===== config.mk =====
export PLATFORM = sky130hd
export DESIGN_NAME = link_status_alias_gpio_regs
export DESIGN_NICKNAME = d
export VERILOG_FILES = /design/src/link_regs_pkg.sv /design/src/link_status_alias_gpio_regs.sv /design/src/pin_zero_drive.sv
export SDC_FILE = /design/constraint.sdc
export NUM_CORES = 1
export LEC_CHECK = 0
export ABC_AREA = 0
export BUFFER_PORTS_ARGS = -buffer_cell sky130_fd_sc_hd__buf_2
export CORE_MARGIN = 2
export CORE_UTILIZATION = 40
export CTS_CLUSTER_SIZE = 28
export DETAILED_ROUTE_END_ITERATION = 8
export GPL_ROUTABILITY_DRIVEN = 0
export SETUP_SLACK_MARGIN = 0.02
export SLEW_MARGIN = 20
export SYNTH_ARGS = -nofsm -noshare
export SYNTH_HDL_FRONTEND = slang
export SYNTH_HIERARCHICAL = 1
export SYNTH_SLANG_ARGS = --single-unit

===== constraint.sdc =====
create_clock -name mclk -period 2.3 [get_ports mclk]
set_input_delay 0 -clock mclk [delete_from_list [all_inputs] [get_ports mclk]]
set_output_delay 0 -clock mclk [all_outputs]
set_load 0.1 [all_outputs]

===== src/link_regs_pkg.sv =====
package link_regs_pkg;

    // Register offsets on the serial control bus
    localparam logic [7:0] OFS_SLAVE_TARGET = 8'h07;
    localparam logic [7:0] OFS_SLAVE_ALIAS  = 8'h08;
    localparam logic [7:0] OFS_CRC_LOW      = 8'h0a;
    localparam logic [7:0] OFS_CRC_HIGH     = 8'h0b;
    localparam logic [7:0] OFS_STATUS       = 8'h0c;
    localparam logic [7:0] OFS_PIN_CFG      = 8'h0d;

    // Field positions
    localparam int ADDR_MSB      = 7;
    localparam int ADDR_LSB      = 1;
    localparam int STAT_BUILT_IN_SELF_TEST_BIT = 3;
    localparam int STAT_PCLK_BIT = 2;
    localparam int STAT_DES_BIT  = 1;
    localparam int STAT_LINK_BIT = 0;
    localparam int REV_MSB       = 7;
    localparam int REV_LSB       = 4;
    localparam int PIN_VAL_BIT   = 3;
    localparam int PIN_MODE_MSB  = 2;
    localparam int PIN_MODE_LSB  = 0;

    // Values after reset, and CRC counter ceiling
    localparam logic [6:0]  ADDR_RST    = 7'h00;
    localparam logic [15:0] CRC_RST     = 16'h0000;
    localparam logic [15:0] CRC_MAX     = 16'hffff;
    localparam logic [2:0]  MODE_RST    = 3'h0;
    localparam logic        PIN_VAL_RST = 1'b0;
    localparam logic [7:0]  RDATA_RST   = 8'h00;

    // Pin mode codes
    localparam logic [2:0] MODE_LOCAL_OUT      = 3'h1;
    localparam logic [2:0] MODE_LOCAL_IN       = 3'h3;
    localparam logic [2:0] MODE_REMOTE_HOLD    = 3'h5;
    localparam logic [2:0] MODE_REMOTE_DEFAULT = 3'h7;

    typedef enum logic [2:0] {
        ACT_HIZ,
        ACT_LOCAL_OUT,
        ACT_LOCAL_IN,
        ACT_REMOTE_HOLD,
        ACT_REMOTE_DEFAULT
    } pin_act_t;

    // Mode field to pin action
    function automatic pin_act_t decode_mode(input logic [2:0] mode);
        pin_act_t act;
        act = ACT_HIZ;
        if (mode[0]) begin
            unique case (mode[2:1])
                2'h0: act = ACT_LOCAL_OUT;
                2'h1: act = ACT_LOCAL_IN;
                2'h2: act = ACT_REMOTE_HOLD;
                2'h3: act = ACT_REMOTE_DEFAULT;
            endcase
        end
        return act;
    endfunction

endpackage


===== src/link_status_alias_gpio_regs.sv =====
`timescale 1ns/10ps
module link_status_alias_gpio_regs #(
    parameter int         PORTS       = 2,
    parameter logic [3:0] REVISION_ID = 4'h1   // Arbitrary value
) (
    input  wire logic             mclk,
    input  wire logic             rst_n,
    input  wire logic [7:0]       reg_addr,
    input  wire logic             reg_wr,
    input  wire logic [7:0]       reg_wdata,
    input  wire logic             reg_rd,
    output logic      [7:0]       reg_rdata,
    input  wire logic             second_port_select,
    input  wire logic             crc_reset_ctl,
    input  wire logic             i2c_req,
    input  wire logic [6:0]       i2c_addr,
    output logic                  fwd_valid,
    output logic                  fwd_hit,
    output logic                  fwd_port,
    output logic      [6:0]       fwd_addr,
    input  wire logic [PORTS-1:0] link_detect,
    input  wire logic [PORTS-1:0] crc_err,
    input  wire logic [PORTS-1:0] built_in_self_test_crc_err,
    input  wire logic [PORTS-1:0] built_in_self_test_restart,
    input  wire logic             pclk_detect,
    input  wire logic [PORTS-1:0] remote_pin_val,
    input  wire logic [PORTS-1:0] pin_i,
    output logic      [PORTS-1:0] pin_o,
    output logic      [PORTS-1:0] pin_oe,
    output logic      [PORTS-1:0] pin_in_value
);

    typedef struct packed {
        logic [PORTS-1:0][6:0]  target;
        logic [PORTS-1:0][6:0]  alias_id;
        logic [PORTS-1:0][15:0] crc_count;
        logic [PORTS-1:0]       built_in_self_test_err;
        logic [PORTS-1:0]       des_err;
        logic [PORTS-1:0]       pin_val;
        logic [PORTS-1:0][2:0]  pin_mode;
        logic [PORTS-1:0]       pin_s1;
        logic [PORTS-1:0]       pin_s2;
        logic                   pclk_s1;
        logic                   pclk_s2;
        logic [7:0]             rdata;
        logic                   fwd_valid;
        logic                   fwd_hit;
        logic                   fwd_port;
        logic [6:0]             fwd_addr;
    } regs_t;

    regs_t regs_r;
    regs_t regs_nxt;
    logic  sel;

    // Slave reachable only with both addresses non-zero
    function automatic logic alias_open(input logic [6:0] target, input logic [6:0] alias_id);
        return (target != link_regs_pkg::ADDR_RST) && (alias_id != link_regs_pkg::ADDR_RST);
    endfunction

    // Register read multiplexer for selected port
    function automatic logic [7:0] read_mux(input regs_t r, input logic p,
                                            input logic [7:0] addr, input logic link);
        logic [7:0] d;
        d = 8'h00;
        unique case (addr)
            link_regs_pkg::OFS_SLAVE_TARGET: d = {r.target[p], 1'b0};
            link_regs_pkg::OFS_SLAVE_ALIAS:  d = {r.alias_id[p], 1'b0};
            link_regs_pkg::OFS_CRC_LOW:      d = r.crc_count[p][7:0];
            link_regs_pkg::OFS_CRC_HIGH:     d = r.crc_count[p][15:8];
            link_regs_pkg::OFS_STATUS: begin
                d[link_regs_pkg::STAT_BUILT_IN_SELF_TEST_BIT] = r.built_in_self_test_err[p];
                d[link_regs_pkg::STAT_PCLK_BIT] = r.pclk_s2;
                d[link_regs_pkg::STAT_DES_BIT]  = r.des_err[p];
                d[link_regs_pkg::STAT_LINK_BIT] = link;
            end
            link_regs_pkg::OFS_PIN_CFG: begin
                d[link_regs_pkg::REV_MSB:link_regs_pkg::REV_LSB] = REVISION_ID;
                d[link_regs_pkg::PIN_VAL_BIT] = r.pin_val[p];
                d[link_regs_pkg::PIN_MODE_MSB:link_regs_pkg::PIN_MODE_LSB] = r.pin_mode[p];
            end
            default: d = 8'h00;
        endcase
        return d;
    endfunction

    assign sel = second_port_select;

    // Next state of the whole register bank
    always_comb begin
        regs_nxt = regs_r;
        // Pin and pixel clock synchronisers
        regs_nxt.pin_s1  = pin_i;
        regs_nxt.pin_s2  = regs_r.pin_s1;
        regs_nxt.pclk_s1 = pclk_detect;
        regs_nxt.pclk_s2 = regs_r.pclk_s1;

        // Host writes; read-only addresses fall through
        if (reg_wr) begin
            unique case (reg_addr)
                link_regs_pkg::OFS_SLAVE_TARGET:
                    regs_nxt.target[sel] = reg_wdata[link_regs_pkg::ADDR_MSB:link_regs_pkg::ADDR_LSB];
                link_regs_pkg::OFS_SLAVE_ALIAS:
                    regs_nxt.alias_id[sel] = reg_wdata[link_regs_pkg::ADDR_MSB:link_regs_pkg::ADDR_LSB];
                link_regs_pkg::OFS_PIN_CFG: begin
                    regs_nxt.pin_val[sel]  = reg_wdata[link_regs_pkg::PIN_VAL_BIT];
                    regs_nxt.pin_mode[sel] =
                        reg_wdata[link_regs_pkg::PIN_MODE_MSB:link_regs_pkg::PIN_MODE_LSB];
                end
                default: ;
            endcase
        end

        // Registered read data
        if (reg_rd) begin
            regs_nxt.rdata = read_mux(regs_r, sel, reg_addr, link_detect[sel]);
        end

        // Per-port counters and flags
        for (int p = 0; p < PORTS; p++) begin
            if (crc_reset_ctl) begin
                regs_nxt.crc_count[p] = link_regs_pkg::CRC_RST;
            end else if (crc_err[p] && regs_r.crc_count[p] != link_regs_pkg::CRC_MAX) begin
                regs_nxt.crc_count[p] = regs_r.crc_count[p] + 16'h0001;
            end
            regs_nxt.built_in_self_test_err[p] = built_in_self_test_crc_err[p] |
                (regs_r.built_in_self_test_err[p] & link_detect[p] & ~built_in_self_test_restart[p] & ~crc_reset_ctl);
            regs_nxt.des_err[p] = crc_err[p] |
                (regs_r.des_err[p] & link_detect[p] & ~crc_reset_ctl);
        end

        regs_nxt.fwd_valid = i2c_req;
        if (i2c_req) begin
            regs_nxt.fwd_hit  = 1'b0;
            regs_nxt.fwd_port = 1'b0;
            regs_nxt.fwd_addr = link_regs_pkg::ADDR_RST;
            for (int p = PORTS - 1; p >= 0; p--) begin
                if (alias_open(regs_r.target[p], regs_r.alias_id[p]) &&
                    regs_r.alias_id[p] == i2c_addr) begin
                    regs_nxt.fwd_hit  = 1'b1;
                    regs_nxt.fwd_port = p[0];
                    regs_nxt.fwd_addr = regs_r.target[p];
                end
            end
        end
    end

    // State register, synchronous reset
    always_ff @(posedge mclk) begin
        if (!rst_n) begin
            regs_r <= '0;
        end else begin
            regs_r <= regs_nxt;
        end
    end

    // Pin drivers per port
    for (genvar g = 0; g < PORTS; g++) begin : g_pin
        pin_zero_drive u_drive (
            .mclk       (mclk),
            .rst_n      (rst_n),
            .mode       (regs_r.pin_mode[g]),
            .out_val    (regs_r.pin_val[g]),
            .remote_val (remote_pin_val[g]),
            .link_up    (link_detect[g]),
            .pin_o      (pin_o[g]),
            .pin_oe     (pin_oe[g])
        );
    end

    // Outputs from state
    assign reg_rdata    = regs_r.rdata;
    assign fwd_valid    = regs_r.fwd_valid;
    assign fwd_hit      = regs_r.fwd_hit;
    assign fwd_port     = regs_r.fwd_port;
    assign fwd_addr     = regs_r.fwd_addr;
    assign pin_in_value = regs_r.pin_s2;
endmodule // link_status_alias_gpio_regs


===== src/pin_zero_drive.sv =====
`timescale 1ns/10ps
module pin_zero_drive (
    input  wire logic       mclk,
    input  wire logic       rst_n,
    input  wire logic [2:0] mode,
    input  wire logic       out_val,
    input  wire logic       remote_val,
    input  wire logic       link_up,
    output logic            pin_o,
    output logic            pin_oe
);

    typedef struct packed {
        logic pin_o;
        logic pin_oe;
        logic hold_val;
    } drv_t;

    drv_t                     drv_r;
    drv_t                     drv_nxt;
    link_regs_pkg::pin_act_t  act;

    // Pin action from mode, remote value tracking
    always_comb begin
        drv_nxt = drv_r;
        act = link_regs_pkg::decode_mode(mode);
        if (link_up) begin
            drv_nxt.hold_val = remote_val;
        end
        unique case (act)
            link_regs_pkg::ACT_HIZ, link_regs_pkg::ACT_LOCAL_IN: begin
                drv_nxt.pin_oe = 1'b0;
                drv_nxt.pin_o  = 1'b0;
            end
            link_regs_pkg::ACT_LOCAL_OUT: begin
                drv_nxt.pin_oe = 1'b1;
                drv_nxt.pin_o  = out_val;
            end
            link_regs_pkg::ACT_REMOTE_HOLD: begin
                drv_nxt.pin_oe = 1'b1;
                drv_nxt.pin_o  = link_up ? remote_val : drv_r.hold_val;
            end
            link_regs_pkg::ACT_REMOTE_DEFAULT: begin
                drv_nxt.pin_oe = 1'b1;
                drv_nxt.pin_o  = link_up ? remote_val : out_val;
            end
        endcase
    end

    // State register
    always_ff @(posedge mclk) begin
        if (!rst_n) begin
            drv_r <= '0;
        end else begin
            drv_r <= drv_nxt;
        end
    end

    assign pin_o  = drv_r.pin_o;
    assign pin_oe = drv_r.pin_oe;
endmodule // pin_zero_drive


==> results.json, run 1 <==
{
  "outcome": "complete, no violations",
  "drive_gt1_frac": 0.165,
  "nets": 711,
  "cp-end-kind": "flip-flop",
  "ios": 67,
  "synth.avg_cell_area_um2": 8.80,
  "antenna_found_initial": 0,
  "cts_buffers": 9,
  "synth_seq_area_share": 0.389,
  "dieArea_mm2": 0.0141,
  "slew_viol_final": 0,
  "ys_types": 64,
  "wirelength_um": 14500,
  "cts.repair.resized": 0,
  "core_mm2": 0.0127,
  "setup-violations-final": 0,
  "worst-path-max-fanout": 10,
  "syn_nets": 648,
  "grt_pass1_wl_um": 23900,
  "yosysWarnings": 6,
  "synth.cell_area_mm2": 0.00525,
  "num_vias": 4631,
  "max_cap_violations": 0,
  "finalHoldViolations": 0,
  "grt_max_degree": 33,
  "powerDensity_mw_per_mm2": 615,
  "cts_buffer_depth": 2,
  "gr-total-overflow": 0,
  "cts-hold-fix-buffers": 20,
  "antenna_left": 0,
  "async_reset_ff_frac": 0,
  "cts_tree": "done",
  "ys_seq_elements": 102,
  "cts.clk_slew.worst_paths_ns": 0.07,
  "ir_drop_mv": 0.348,
  "via_per_inst": 5.53,
  "fin_util": 0.483,
  "die_h_um": 119,
  "io_buffers": 66,
  "die_w_um": 119,
  "synth_edf_count": 0,
  "root_buffer": "clkbuf_16",
  "initial_core_util": 0.413,
  "critPathKind": "flip-flop to flip-flop",
  "arrival_ns": 2.19,
  "dp_slack_ns": 0.367,
  "rrSetupSlack_ns": 0.35,
  "areaGrowthSynthToFinish_pct": 17.0,
  "period_share": 0.850,
  "setup_ws_ns": 0.345,
  "max_freq_mhz": 512,
  "post_cts_buffers": 0,
  "hp-class": "input port to flip-flop",
  "cts_sinks": 102,
  "drc": 0,
  "crit_required_ns": 2.54,
  "grt_pass1_vias": 4454,
  "leakage_nw": 2.34,
  "num_rows": 41,
  "grt_setup_unrepaired": "false",
  "avgRoutedWirePerCell_um": 17.3,
  "whs_ns": 0.0190,
  "finalCriticalPeriod_ns": 1.95,
  "slew_headroom": 0.630,
  "grt_use_total": 0.215,
  "skew_ns": 0.00694,
  "cts_htree_levels": 3,
  "clk_latency_ns": 0.36,
  "tightestPinTransition_ns": 0.553,
  "firstDrtPassIters": 5,
  "drtIter0Drc": 279,
  "n_antenna_cell": 0,
  "startpoint_type": "flip-flop",
  "finalSetupTns_ns": 0,
  "synth_cells": 597,
  "ys.flop_type": "dfxtp_1",
  "dp.final_hpwl_um": 10600,
  "finalPower_mw": 3.78
}
==> per-layer routing <==
layer | up-vias | global-route usage | routed length, µm
met3 | 16 | 0.0367 | 680
met5 | - | 0 | 0
met1 | 2234 | 0.293 | 6790
li1 | 2265 | - | -
met4 | 0 | 0.0737 | 224
met2 | 116 | 0.342 | 6820
==> cells by family after synthesis <==
logic type | share of synthesized area
compound gates | 0.140
xor+xnor | 0.0634
fa+ha+maj | 0.0191
buf+inv | 0.0584
flops | 0.389
mux | 0.0977
simple gates | 0.232
==> flip-flops by register name (all words and copies together), names as in the netlist <==
signal	flops
regs_r	73
reg_rdata	8
fwd_addr	7
regs_nxt	3
g_pin.u_drive/drv_r	2
g_pin.u_drive/pin_o	2
g_pin.u_drive/pin_oe	2
pin_in_value	2
fwd_hit	1
fwd_port	1
fwd_valid	1
==> worst paths after layout <==
| kind | start | end | cells past startpoint |
|---|---|---|---|
| hold / removal | built_in_self_test_restart[0] | regs_r[34] | 4 |
| setup reg to reg | regs_r[58] | regs_r[63] | 5 |
| hold reg to reg | regs_nxt[20] | pin_in_value[0] | 1 |
| setup / recovery | regs_r[58] | regs_r[63] | 5 |
==> area by class of cell <==
type / count / area [µm²]
clock inverter: 7 / 98.8
fill: 1287 / 6580
clock buffer: 9 / 225
timing repair buffer: 96 / 606
sequential: 102 / 2040
inverter: 15 / 56.3
tap: 172 / 215
multi-input combinational: 436 / 2900
==> cell usage after synthesis (all sizes together) (7+ instances only) <==
cell type / number / area (µm²)
a21oi: 32 / 168
nor4: 9 / 71.3
mux2i: 40 / 400
dfxtp: 102 / 2040
xor2: 22 / 193
a22oi: 9 / 67.6
inv: 14 / 52.6
nor2: 69 / 274
and2: 14 / 87.6
nand3: 17 / 85.1
ha: 8 / 100
nand4: 20 / 140
nand2: 45 / 176
nor3: 14 / 70.1
o21ai: 34 / 170
buf: 29 / 194
clkbuf: 15 / 56.3
xnor2: 16 / 140
a221o: 7 / 70.1
==> stage by stage <==
| stage | cells | instance area, µm² |
|---|---|---|
| CTS | 837 | 6150 |
| finish | 837 | 6150 |
| detailed placement | 801 | 5620 |
| global route | 837 | 6150 |
| global placement | 801 | 5620 |
| floorplan | 597 | 5250 |
==> cells in the final DEF (no fill, tap or decap), types with 10 or more instances in the layout <==
master and n:
a21oi_1 30, and2_1 14, buf_2 66, buf_4 10
dfxtp_1 102, dlygate4sd3_1 20, inv_1 14, mux2i_1 40
nand2_1 44, nand3_1 17, nand4_1 19, nor2_1 67
nor3_1 14, o21ai_0 34, xnor2_1 16, xor2_1 22
==> critical path, stage by stage (launching register included) <==
cell     delay (ns)
dfxtp_1        0.43
nand4_1        0.22
or4_1          0.77
nand4_1        0.20
xor2_1         0.15
nor2_1         0.06
==> report_power, final <==
| part | leakage (nW) | internal [mW] | total, mW | switching, mW |
|---|---|---|---|---|
| Combinational | 1.37 | 0.108 | 0.317 | 0.209 |
| Clock | 0.144 | 0.955 | 1.67 | 0.710 |
| Sequential | 0.826 | 1.79 | 1.80 | 0.0117 |
| Total | 2.34 | 2.85 | 3.78 | 0.930 |
No activity file was read; power rests on OpenSTA's default activity.
==> run 2, diff against run 1 <==
--- a/config.mk
+++ b/config.mk
@@ -5,7 +5,7 @@
 export SDC_FILE = /design/constraint.sdc
 export NUM_CORES = 1
 export LEC_CHECK = 0
-export ABC_AREA = 0
+export ABC_AREA = 1
 export BUFFER_PORTS_ARGS = -buffer_cell sky130_fd_sc_hd__buf_2
 export CORE_MARGIN = 2
 export CORE_UTILIZATION = 40
==> constraint.sdc (replaced) <==
create_clock -name mclk -period 1.57 [get_ports mclk]
set_input_delay 0 -clock mclk [delete_from_list [all_inputs] [get_ports mclk]]
set_output_delay 0 -clock mclk [all_outputs]
set_load 0.1 [all_outputs]
==> results.json, run 2 <==
{
  "area.sequential_mm2": 0.00205,
  "synth_top_family_by_area": "simple AND/OR/NAND/NOR gates",
  "synth_edf_count": 0,
  "antenna_left": 0,
  "root_buffer": "clkbuf_16",
  "ios": 67,
  "tightestPinTransition_ns": 0.479,
  "nets": 1014,
  "switching_share": 0.272,
  "critPathMaxStageDelay_ns": 0.36,
  "dieArea_mm2": 0.0155,
  "drive_gt1_frac": 0.184,
  "ys.flop_type": "dfxtp_1",
  "place_inst": 1107,
  "multi_input_area_mm2": 0.00312,
  "setup-violations-final": 0,
  "synth.cell_area_mm2": 0.00580,
  "synthMostInstantiatedCell": "nand2_1",
  "powerDensity_mw_per_mm2": 780,
  "drc": 0,
  "dp.final_hpwl_um": 11200,
  "synthAdderAreaFrac": 0.0173,
  "synth_mux_area_frac": 0,
  "synth.avg_cell_area_um2": 6.59,
  "finalCriticalPeriod_ns": 1.50,
  "synth_simple_gate_area_frac": 0.318,
  "grt_pass1_vias": 5041,
  "grt_setup_unrepaired": "true",
  "crit_required_ns": 1.82,
  "cts_tree": "done",
  "ys_top_cells_by_area": "dfxtp_1 35%, nand2_1 14%, o21ai_0 8.0%, inv_1 7.3%, a21oi_1 6.9%",
  "io_buffers": 66,
  "cts_buffer_depth": 2,
  "skew_ns": 0.00673,
  "async_reset_ff_frac": 0,
  "clk_latency_ns": 0.36,
  "synth_top_area_cell": "dfxtp_1",
  "firstDrtPassIters": 4,
  "startpoint_type": "flip-flop",
  "leakage_nw": 2.72,
  "avgRoutedWirePerCell_um": 13.2,
  "pwr-share-clk": 0.408,
  "hp-class": "input port to flip-flop",
  "fillers": 1443,
  "yosysWarnings": 6,
  "synth_cells": 880,
  "final_cell_mix": "219 x nand2_1, 112 x inv_1, 94 x dfxtp_1",
  "fin_cells": 1148,
  "netlist_top_cells_count": "220 x nand2_1, 113 x inv_1, 102 x dfxtp_1",
  "p_int_mw": 3.94,
  "largest_register": "regs_r",
  "crit_buf_inv": 2,
  "antenna_found_initial": 0,
  "die_w_um": 124,
  "dp_slack_ns": -0.0273,
  "synth_seq_area_share": 0.352,
  "outcome": "complete, no violations",
  "gr-total-overflow": 0,
  "ys_seq_elements": 102,
  "cts.clk_slew.worst_paths_ns": 0.07,
  "postLayoutCellArea_mm2": 0.00694,
  "crit_top_cell": "nor2_1",
  "cp-end-kind": "flip-flop",
  "cts_htree_levels": 3,
  "num_rows": 43,
  "cts_buffers": 9,
  "slew_headroom": 0.678,
  "cts_sinks": 102,
  "dpl_cell_area_mm2": 0.00627,
  "ir_drop_mv": 0.495,
  "areaGrowthSynthToFinish_pct": 19.8,
  "max_freq_mhz": 666,
  "crit_slowest_cell": "dfxtp_2",
  "initial_core_util": 0.413,
  "largest_reg_flops": 73,
  "pwr-share-comb": 0.105,
  "slew_viol_final": 0,
  "grt_max_degree": 51,
  "path_cells": "ha_4, nand3_4, nor2_4, nand3_2, nand2_4, buf_12, clkinvlp_4, nor2_1, nor2_1",
  "core_mm2": 0.0140,
  "drtIter0Drc": 353,
  "synth_compound_area_frac": 0.161,
  "ys_types": 31,
  "num_vias": 5586,
  "arrival_ns": 1.75,
  "grt_use_total": 0.195,
  "synth_top_cell_area_share": 0.352,
  "power_switching_mw": 1.47,
  "grt_pass1_wl_um": 24800,
  "max_cap_violations": 0,
  "p_seq_frac": 0.488,
  "die_h_um": 124,
  "setup_ws_ns": 0.0675,
  "n_antenna_cell": 0,
  "syn_nets": 931,
  "via_per_inst": 4.87,
  "critPathKind": "flip-flop to flip-flop",
  "wirelength_um": 15100,
  "synth_xor_area_frac": 0.0212,
  "crit_family": "simple AND/OR/NAND/NOR gates",
  "final_common_cell": "nand2_1",
  "finalHoldViolations": 0,
  "worst-path-max-fanout": 7,
  "period_share": 0.957
}
[run 2: final timing paths]
| path | from | end | slack (ns) | cells past startpoint |
|---|---|---|---|---|
| min reg2reg | regs_nxt[20] | pin_in_value[0] | 0.42 | 2 |
| max | regs_r[36] | regs_r[37] | 0.07 | 9 |
| min | link_detect[1] | regs_r[33] | 0.008 | 3 |
| max reg2reg | regs_r[36] | regs_r[37] | 0.07 | 9 |
[run 2: per-stage QoR]
step            util  setup TNS, ns  power [mW]  hold slack [ns]
2_1_floorplan      -              0        3.04           0.0976
3_3_place_gp   0.446              0        3.21            0.182
3_5_place_dp   0.446        -0.0273        3.21            0.191
4_1_cts        0.483              0        5.45          0.00133
5_1_grt        0.494        -0.0939        5.63           0.0319
6_report       0.494              0        5.41          0.00842
[run 2: repair_timing]
action	4_1_cts	5_1_grt
gates cloned	1	0
pin swaps	3	10
endpoints found under the setup margin	4	32
gates resized for setup	5	33
endpoints found under the hold margin	27	0
setup buffers	1	3
hold buffers	20	0
[run 2: power groups by stage]
stage / Clock, mW / Combinational [mW] / Sequential [mW]
after floorplan: 0 / 0.329 / 2.71
after global placement: 0 / 0.509 / 2.70
after detailed placement: 0 / 0.510 / 2.70
after CTS: 2.26 / 0.553 / 2.64
after global routing: 2.37 / 0.620 / 2.64
final: 2.21 / 0.567 / 2.64
[run 2: logic make-up (layout without fill, tap and decap cells)]
| logic type | Yosys count | after routing |
|---|---|---|
| DFF | 102 | 102 |
| AOI/OAI and AO/OA | 183 | 183 |
| buffers and inverters | 165 | 253 |
| and+or+nand+nor | 408 | 408 |
| xor gates and xnor gates | 14 | 14 |
| adders and majority gates | 8 | 8 |
[run 2: cell type report]
class	instances	area share
clock buffer	11	0.0350
inverter	120	0.0658
clock inverter	5	0.00613
timing repair inverter	1	0.00108
multi-input combinational	613	0.450
sequential	102	0.296
timing repair buffer	116	0.114
tap	180	0.0324
[run 2: worst register-to-register path, cell delays in order (launching register included)]
cell and delay, ns:
dfxtp_2 0.36, ha_4 0.16, nand3_4 0.10, nor2_4 0.13, nand3_2 0.09, nand2_4 0.11, buf_12 0.11, clkinvlp_4 0.15
nor2_1 0.14, nor2_1 0.05
[run 2: per-layer routing]
layer,GRT usage,vias to the layer above,routed length [µm]
met3,0.0344,13,585
met1,0.277,2487,7710
met2,0.307,107,6670
met4,0.0456,0,159
li1,-,2979,-
met5,0,-,0
